[src/verilog/clock_control_map.svh]
// Register offsets, field positions and reset values of the clock controller
`ifndef CLOCK_CONTROL_MAP_SVH
`define CLOCK_CONTROL_MAP_SVH

// ----------------------------------------------------------------------
// Register byte addresses
// ----------------------------------------------------------------------
`define CLOCK_CONTROL_ADDR    12'h000
`define SOURCE_SWITCH_ADDR    12'h004
`define CPU_DIVIDER_ADDR      12'h008
`define EXT_OSC_CONFIG_ADDR   12'h00C

// ----------------------------------------------------------------------
// Field positions
// ----------------------------------------------------------------------
`define CTRL_EXT_EN_BIT       2
`define CTRL_FAST_EN_BIT      1
`define SW_SEL_LSB            4
`define SW_PREDIV_LSB         0
`define CFG_SLOW_BIT          0

// ----------------------------------------------------------------------
// Reset values
// ----------------------------------------------------------------------
`define CLOCK_CONTROL_RESET   8'h32
`define SOURCE_SWITCH_RESET   8'h53
`define CPU_DIVIDER_RESET     8'h02
`define EXT_OSC_CONFIG_RESET  8'h00
`define READY_RESET           4'h3
`define PREDIV_RESET          2'h3
`define SOURCE_RESET          2'h1

`endif

[src/verilog/clock_control_pkg.sv]
// Types shared by the clock controller modules
package clock_control_pkg;

	// ------------------------------------------------------------------
	// Source codes, also the bit index of each source in an osc_set_s
	// ------------------------------------------------------------------
	typedef enum logic [1:0] {
		SRC_INT_SLOW = 2'b00,
		SRC_INT_FAST = 2'b01,
		SRC_EXT_SLOW = 2'b10,
		SRC_EXT_FAST = 2'b11
	} src_e;

	typedef struct packed {
		logic ext_fast;
		logic ext_slow;
		logic int_fast;
		logic int_slow;
	} osc_set_s;

	// ------------------------------------------------------------------
	// State records
	// ------------------------------------------------------------------
	typedef struct packed {
		logic [7:0] cnt;
		logic [7:0] div;
		logic       tick;
	} div_state_s;

	typedef struct packed {
		logic [31:0] prdata;
		logic [3:0]  rdy;
		logic        ext_en;
		logic        fast_en;
		logic        cfg_slow;
		src_e        sel;
		src_e        active;
		logic [1:0]  prediv;
		logic [7:0]  cpu_div;
		logic        osc_tick;
		logic        wdt_tick;
	} ctl_state_s;

endpackage

[src/verilog/clock_control.sv]
// System clock source selection, pre-divider and CPU divider with APB registers
//
// Overview of operation
// - Four sources: external fast, external slow, internal fast RC, internal slow RC.
// - Internal fast RC passes a pre-divider of 1, 2, 4 or 8.
// - Selected oscillator clock divided by 1 to 255 drives the CPU.
// - Undivided oscillator clock goes to the peripherals.
// - Internal slow RC always clocks the watchdog and may be the system source.
// - External oscillator type is chosen by a separate configuration setting.
// - Bit 7 shows external fast ready; hardware driven, resets 0.
// - Bit 6 shows external slow ready; hardware driven, resets 0.
// - Bit 5 shows internal fast RC ready; hardware driven, resets 1.
// - Bit 4 shows internal slow RC ready; hardware driven, resets 1.
// - Bit 2 starts or stops the external oscillator; resets 0.
// - Bit 1 starts or stops the internal fast RC; resets 1.
// - Select code 00 picks internal slow RC, 01 internal fast RC.
// - Switch happens only when target is ready; old source keeps running.
// - Pre-divider code 00/01/10/11 gives 1/2/4/8, reset 11.
// - CPU divider 0 or 1 means undivided, else divide by value; reset 2.
`timescale 1ns/100ps
`include "clock_control_map.svh"
module clock_control (
	input  wire logic                        pclk,
	input  wire logic                        presetn,
	input  wire logic                        psel,
	input  wire logic                        penable,
	input  wire logic                        pwrite,
	input  wire logic [11:0]                 paddr,
	input  wire logic [31:0]                 pwdata,
	output logic      [31:0]                 prdata,
	output logic                             pready,
	output logic                             pslverr,
	input  wire clock_control_pkg::osc_set_s osc_in,
	input  wire clock_control_pkg::osc_set_s osc_ready_in,
	output clock_control_pkg::osc_set_s      osc_enable,
	output logic                             osc_tick,
	output logic                             cpu_tick,
	output logic                             wdt_tick
);
	import clock_control_pkg::*;

	// ------------------------------------------------------------------
	// Pin synchronisers
	// ------------------------------------------------------------------
	logic [3:0] osc_rise;
	logic [3:0] ready_sync;
	logic       fast_tick;
	logic [3:0] src_tick;

	sync_edge #(.W(4), .RST(4'h0)) u_osc_sync (
		.pclk    (pclk),
		.presetn (presetn),
		.din     (osc_in),
		.level   (),
		.rise    (osc_rise)
	);

	sync_edge #(.W(4), .RST(`READY_RESET)) u_ready_sync (
		.pclk    (pclk),
		.presetn (presetn),
		.din     (osc_ready_in),
		.level   (ready_sync),
		.rise    ()
	);

	// ------------------------------------------------------------------
	// State
	// ------------------------------------------------------------------
	ctl_state_s r;
	ctl_state_s n;
	logic       setup;
	logic       wr_acc;
	logic       mapped;
	logic [7:0] rd8;
	logic [7:0] prediv_div;

	// Fast RC pre-divider; a new code is loaded only at its wrap
	assign prediv_div = 8'h01 << r.prediv;

	tick_divider #(.RESET_DIV(8'h08)) u_prediv (
		.pclk     (pclk),
		.presetn  (presetn),
		.tick_in  (osc_rise[SRC_INT_FAST]),
		.divisor  (prediv_div),
		.tick_out (fast_tick)
	);

	// Each bit index matches a source code
	assign src_tick = {osc_rise[SRC_EXT_FAST], osc_rise[SRC_EXT_SLOW],
		fast_tick, osc_rise[SRC_INT_SLOW]};

	// CPU divider fed by the undivided oscillator pulses
	tick_divider #(.RESET_DIV(`CPU_DIVIDER_RESET)) u_cpu_div (
		.pclk     (pclk),
		.presetn  (presetn),
		.tick_in  (r.osc_tick),
		.divisor  (r.cpu_div),
		.tick_out (cpu_tick)
	);

	// ------------------------------------------------------------------
	// Bus decode
	// ------------------------------------------------------------------
	assign setup  = psel && !penable;
	assign wr_acc = psel && penable && pwrite;

	always_comb begin
		mapped = 1'b1;
		rd8    = 8'h00;
		unique case (paddr)
			`CLOCK_CONTROL_ADDR: begin
				rd8 = {r.rdy, 1'b0, r.ext_en, r.fast_en, 1'b0};
			end
			`SOURCE_SWITCH_ADDR: begin
				rd8 = {r.active, r.sel, 2'b00, r.prediv};
			end
			`CPU_DIVIDER_ADDR: begin
				rd8 = r.cpu_div;
			end
			`EXT_OSC_CONFIG_ADDR: begin
				rd8 = {7'h00, r.cfg_slow};
			end
			default: begin
				mapped = 1'b0;
			end
		endcase
	end

	// ------------------------------------------------------------------
	// Next state
	// ------------------------------------------------------------------
	always_comb begin
		n = r;
		if (setup) begin
			n.prdata = {24'h000000, rd8};
		end
		if (wr_acc) begin
			unique case (paddr)
				`CLOCK_CONTROL_ADDR: begin
					n.ext_en  = pwdata[`CTRL_EXT_EN_BIT];
					n.fast_en = pwdata[`CTRL_FAST_EN_BIT];
				end
				`SOURCE_SWITCH_ADDR: begin
					n.sel    = src_e'(pwdata[`SW_SEL_LSB +: 2]);
					n.prediv = pwdata[`SW_PREDIV_LSB +: 2];
				end
				`CPU_DIVIDER_ADDR: begin
					n.cpu_div = pwdata[7:0];
				end
				`EXT_OSC_CONFIG_ADDR: begin
					n.cfg_slow = pwdata[`CFG_SLOW_BIT];
				end
				default: begin
				end
			endcase
		end
		// Ready flags follow the oscillators and their enables
		n.rdy[SRC_EXT_FAST] = ready_sync[SRC_EXT_FAST] && r.ext_en && !r.cfg_slow;
		n.rdy[SRC_EXT_SLOW] = ready_sync[SRC_EXT_SLOW] && r.ext_en && r.cfg_slow;
		n.rdy[SRC_INT_FAST] = ready_sync[SRC_INT_FAST] && r.fast_en;
		n.rdy[SRC_INT_SLOW] = ready_sync[SRC_INT_SLOW];
		// Pulses carry whole cycles, so a switch between them cannot clip one
		if (r.sel != r.active && r.rdy[r.sel]) begin
			n.active = r.sel;
		end
		n.osc_tick = src_tick[r.active];
		n.wdt_tick = osc_rise[SRC_INT_SLOW];
	end

	always_ff @(posedge pclk or negedge presetn) begin
		if (!presetn) begin
			r <= '{prdata: 32'h00000000, rdy: `READY_RESET, ext_en: 1'b0,
				fast_en: 1'b1, cfg_slow: 1'b0, sel: SRC_INT_FAST,
				active: SRC_INT_FAST, prediv: `PREDIV_RESET,
				cpu_div: `CPU_DIVIDER_RESET, osc_tick: 1'b0, wdt_tick: 1'b0};
		end else begin
			r <= n;
		end
	end

	// ------------------------------------------------------------------
	// Outputs
	// ------------------------------------------------------------------
	assign prdata  = r.prdata;
	assign pready  = 1'b1;
	assign pslverr = psel && penable && !mapped;
	assign osc_tick = r.osc_tick;
	assign wdt_tick = r.wdt_tick;
	// The old source is left running after a switch
	assign osc_enable = '{ext_fast: r.ext_en && !r.cfg_slow,
		ext_slow: r.ext_en && r.cfg_slow, int_fast: r.fast_en,
		int_slow: 1'b1};
endmodule

[src/verilog/sync_edge.sv]
// Three-flop synchroniser with registered level and rising-edge pulse
`timescale 1ns/100ps
module sync_edge #(
	parameter int             W   = 4,
	parameter logic [W-1:0]   RST = '0
) (
	input  wire logic         pclk,
	input  wire logic         presetn,
	input  wire logic [W-1:0] din,
	output logic      [W-1:0] level,
	output logic      [W-1:0] rise
);
	typedef struct packed {
		logic [W-1:0] s1;
		logic [W-1:0] s2;
		logic [W-1:0] s3;
		logic [W-1:0] rise;
	} sync_state_s;

	sync_state_s r;
	sync_state_s n;

	always_comb begin
		n      = r;
		n.s1   = din;
		n.s2   = r.s1;
		n.s3   = r.s2;
		n.rise = r.s2 & ~r.s3;
	end

	always_ff @(posedge pclk or negedge presetn) begin
		if (!presetn) begin
			r <= {RST, RST, RST, {W{1'b0}}};
		end else begin
			r <= n;
		end
	end

	assign level = r.s3;
	assign rise  = r.rise;
endmodule

[src/verilog/tick_divider.sv]
// Divides a stream of enable pulses; new divisor is taken only at a wrap
`timescale 1ns/100ps
module tick_divider #(
	parameter logic [7:0] RESET_DIV = 8'h01
) (
	input  wire logic       pclk,
	input  wire logic       presetn,
	input  wire logic       tick_in,
	input  wire logic [7:0] divisor,
	output logic            tick_out
);
	import clock_control_pkg::*;

	div_state_s r;
	div_state_s n;
	logic [7:0] last;

	always_comb begin
		last   = (r.div <= 8'h01) ? 8'h00 : r.div - 8'h01;
		n      = r;
		n.tick = 1'b0;
		if (tick_in) begin
			if (r.cnt >= last) begin
				n.cnt  = 8'h00;
				n.tick = 1'b1;
				n.div  = divisor;
			end else begin
				n.cnt = r.cnt + 8'h01;
			end
		end
	end

	always_ff @(posedge pclk or negedge presetn) begin
		if (!presetn) begin
			r <= '{cnt: 8'h00, div: RESET_DIV, tick: 1'b0};
		end else begin
			r <= n;
		end
	end

	assign tick_out = r.tick;
endmodule
[config.mk]
export PLATFORM = sky130hd
export DESIGN_NAME = clock_control
export DESIGN_NICKNAME = d
export VERILOG_FILES = /design/src/verilog/clock_control_pkg.sv /design/src/verilog/clock_control.sv /design/src/verilog/sync_edge.sv /design/src/verilog/tick_divider.sv
export VERILOG_INCLUDE_DIRS = /design/src /design/src/verilog
export SDC_FILE = /design/constraint.sdc
export NUM_CORES = 1
export LEC_CHECK = 0
export BUFFER_PORTS_ARGS = -buffer_cell sky130_fd_sc_hd__buf_4
export CORE_ASPECT_RATIO = 1.1
export CORE_UTILIZATION = 50
export CTS_CLUSTER_SIZE = 20
export DETAILED_ROUTE_END_ITERATION = 8
export GPL_TIMING_DRIVEN = 0
export PLACE_DENSITY = 0.81
export SYNTH_ARGS = -nofsm -noshare
export SYNTH_HDL_FRONTEND = slang
export SYNTH_SLANG_ARGS = --single-unit
export TNS_END_PERCENT = 10
[constraint.sdc]
create_clock -name pclk -period 3.81 [get_ports pclk]
set_input_delay 0.1905 -clock pclk [delete_from_list [all_inputs] [get_ports pclk]]
set_output_delay 0.1905 -clock pclk [all_outputs]
set_load 0.02 [all_outputs]
==> metrics.csv <==
stage,metric,value,unit
hold_path,Min-Delay Path Class,input pin to async pin,
setup_path,"Largest stage delay, worst path",0.46,ns
setup_path,critical path launch point type,flop,
synthesis,ys async rst share,100,%
cts,root buffer cell,clkbuf_8,
global_route,GRT overflow,0,
route,post-route antenna net violation count,0,
sta,Fin. Hold Viols,0,
synthesis,Cell variety after synth,45,
sta,actual slew at the worst max-slew pin,1.06,ns
power_and_ir_drop,total power,0.00218,W
power_and_ir_drop,VDD IR max,0.309,mV
placement,Inst Count DP,563,
route,vias,2938,
synthesis,Yosys top cell by area,dfrtp_1,
placement,post-DP HPWL,5.54,mm
global_route,largest net degree at the start of global routing,90,
sta,Slew headroom,29.1,%
setup_path,CP arrival,3.88,ns
finish,n_diodes,0,
power_and_ir_drop,leakage,2.57,nW
status,status,"finished, final reports clean",
floorplanning,die height,99.7,µm
cts,CTS H-tree lvls,3,
sta,max-slew violations,0,
cts,Worst-path clk slew,0.10,ns
synthesis,syn_area_per_cell,11.4,µm²
sta,fmax,275,MHz
floorplanning,Std-Cell Rows,35,
synthesis,"EDFF count, synth",0,
global_route,number of global-route vias before repair,2885,
route,Total Wirelength,7.78,mm
synthesis,ys flop type,dfrtp_1,
synthesis,sequential area share after synthesis,51.8,%
route,DRC viols,0,
setup_path,Critical Path RT,4.05,ns
route,drt pass-1 iters,5,
cts,clock buffer depth,2,
finish,Final #Nets,552,
setup_path,r2r setup slk,0.18,ns
finish,Area Growth Syn to Fin,21.4,%
placement,Port Buf Inserts,47,
floorplanning,Die Area,9060,µm²
global_route,first-pass GRT wire length,13.1,mm
finish,"most common cell after layout, fill and taps aside",buf_4,
synthesis,Gate Count Post-Synth,379,
sta,Setup Skew,0.0148,ns
job,max_cap viols,0,
synthesis,post-synthesis register bit count,89,
route,DR vias/cell,5.00,
setup_path,"most used cell, CP",or3_1,
sta,fin crit share,95.4,%
finish,share of layout cells above drive strength 1,33.3,%
synthesis,yosys warns,0,
cts,clock latency on the worst-skew pair,0.35,ns
floorplanning,CORE AREA,8410,µm²
cts,CTS buffer count,9,
placement,GP Congestion,0.857,
setup_path,crit-path cells,"or3_1, or3_1, or3_1, clkbuf_1, and2_1, ha_1, and3_1, o21ai_0, a311o_2, a21oi_2, buf_6, mux2_2",
sta,fin crit period,3.63,ns
setup_path,reg2reg end,u_cpu_div.r[7],
global_route,all-layer global routing usage,18.1,%
setup_path,crit path max fanout,10,
cts,CTS tree,yes,
global_route,initial antenna violation count,0,
setup_path,slowest CP cell,a311o_2,
floorplanning,Top Ports,98,
power_and_ir_drop,Pwr Density,414,nW/µm²
finish,register area,2250,µm²
setup_path,CP endpoint kind,flop,
setup_path,r2r startpoint,u_cpu_div.r[5],
cts,clk sinks,89,
sta,TNS Setup,0,ns
setup_path,FF-to-FF path depth,12,
sta,RSZ-0062 raised after global routing,false,
floorplanning,die width,90.8,µm
synthesis,Mapped Area,4340,µm²
floorplanning,initial cell density of the core,51.6,%
route,drt wl/cell,13.2,µm
synthesis,area share of the largest cell type after synthesis,42.1,%
route,Iteration-0 DRC Markers,195,
finish,Post-Layout Cell Count,588,
finish,Filler cells,671,
setup_path,critical path class,flop to flop,
finish,most frequent cells in the layout,"buf_4 (84), dfrtp_1 (73), nand2_1 (30), mux2_2 (30), conb_1 (28)",
synthesis,ranking of synthesized cells by area,"dfrtp_1 (42%), dfstp_2 (9.7%), mux2_2 (7.8%)",
sta,Setup Viol. Count Final,0,
finish,area of the multi-input gates,1820,µm²
## worst max-delay path: cells and delay by family (launching register included)
family / cells / cell delay, ns
AOI/OAI and AO/OA: 3 / 0.74
DFF: 1 / 0.43
adders and majority gates: 1 / 0.28
buffers and inverters: 2 / 0.33
muxes: 1 / 0.33
and+or+nand+nor: 5 / 1.41
## metrics by stage
step | utilization [%] | cell area, µm² | worst slack, ns | hold WS, ns
after floorplan | - | 4440 | 0.291 | -0.105
after global placement | 58.6 | 4930 | 0.0745 | 0.299
after detailed placement | 58.6 | 4930 | -0.0272 | 0.301
after CTS | 62.4 | 5250 | 0.00864 | 0.0519
after global routing | 62.6 | 5270 | 0.0162 | 0.0556
final | 62.6 | 5270 | 0.176 | 0.0235
## worst max path at each step
stage | from | to | slack [ns] | cells after the start
final | u_cpu_div.r[5] | u_cpu_div.r[7] | 0.18 | 12
after detailed placement | u_cpu_div.r[5] | u_cpu_div.r[3] | -0.03 | 12
after global routing | u_cpu_div.r[5] | u_cpu_div.r[6] | 0.02 | 12
after global placement | u_cpu_div.r[5] | u_cpu_div.r[4] | 0.07 | 12
after floorplan | u_cpu_div.r[5] | u_cpu_div.r[3] | 0.29 | 12
after CTS | u_cpu_div.r[5] | u_cpu_div.r[6] | 0.009 | 12
## layout make-up
type,instances,share of cell area (%)
tap,111,2.64
clock inverter,6,1.85
clock buffer,10,2.61
multi-input combinational,253,34.5
sequential,89,42.7
inverter,18,1.28
buffer,45,6.10
timing repair buffer,56,8.36
## metal layers
layer / vias up / routed length, µm / global-route usage [%]
li1: 1433 / - / -
met1: 1430 / 3430 / 23.1
met2: 57 / 3930 / 29.9
met3: 18 / 244 / 3.21
met4: 0 / 171 / 9.04
met5: - / 0 / 0
## state kept, by name (all words and copies together), names as in the netlist, 8 cells and up
name            count
u_osc_sync.n        8
r                  20
u_ready_sync.n      8
u_cpu_div.r        16
prdata              8
u_prediv.r         12
## power breakdown
group | internal, W | switching, W | total, W
combinational | 0.000173 | 0.000203 | 0.000375
sequential | 0.00101 | 0.0000497 | 0.00106
clock | 0.000397 | 0.000353 | 0.000750
## cell usage after synthesis, drive strengths merged (9+ instances only)
library cell  number
dfrtp             73
dfstp             16
buf               40
mux2              30
nand2             30
ha                23
mux2i              9
nor2              19
inv               18
o21ai             14
## kinds of logic after synthesis
kind of cell               share of synthesized area (%)
AOI/OAI and AO/OA                                   6.23
DFF                                                 51.8
buffers and inverters                               8.82
xor gates and xnor gates                            2.22
adders and majority gates                           6.63
muxes                                               10.9
and+or+nand+nor                                     13.2
other                                              0.173
## repair_timing
item	4_1_cts	5_1_grt
pin swaps	0	1
gates resized for setup	1	4
hold endpoints to repair	8	0
setup buffers	0	1
hold buffers	8	0
endpoints found under the setup margin	6	6
No activity file was read; power rests on OpenSTA's default activity.
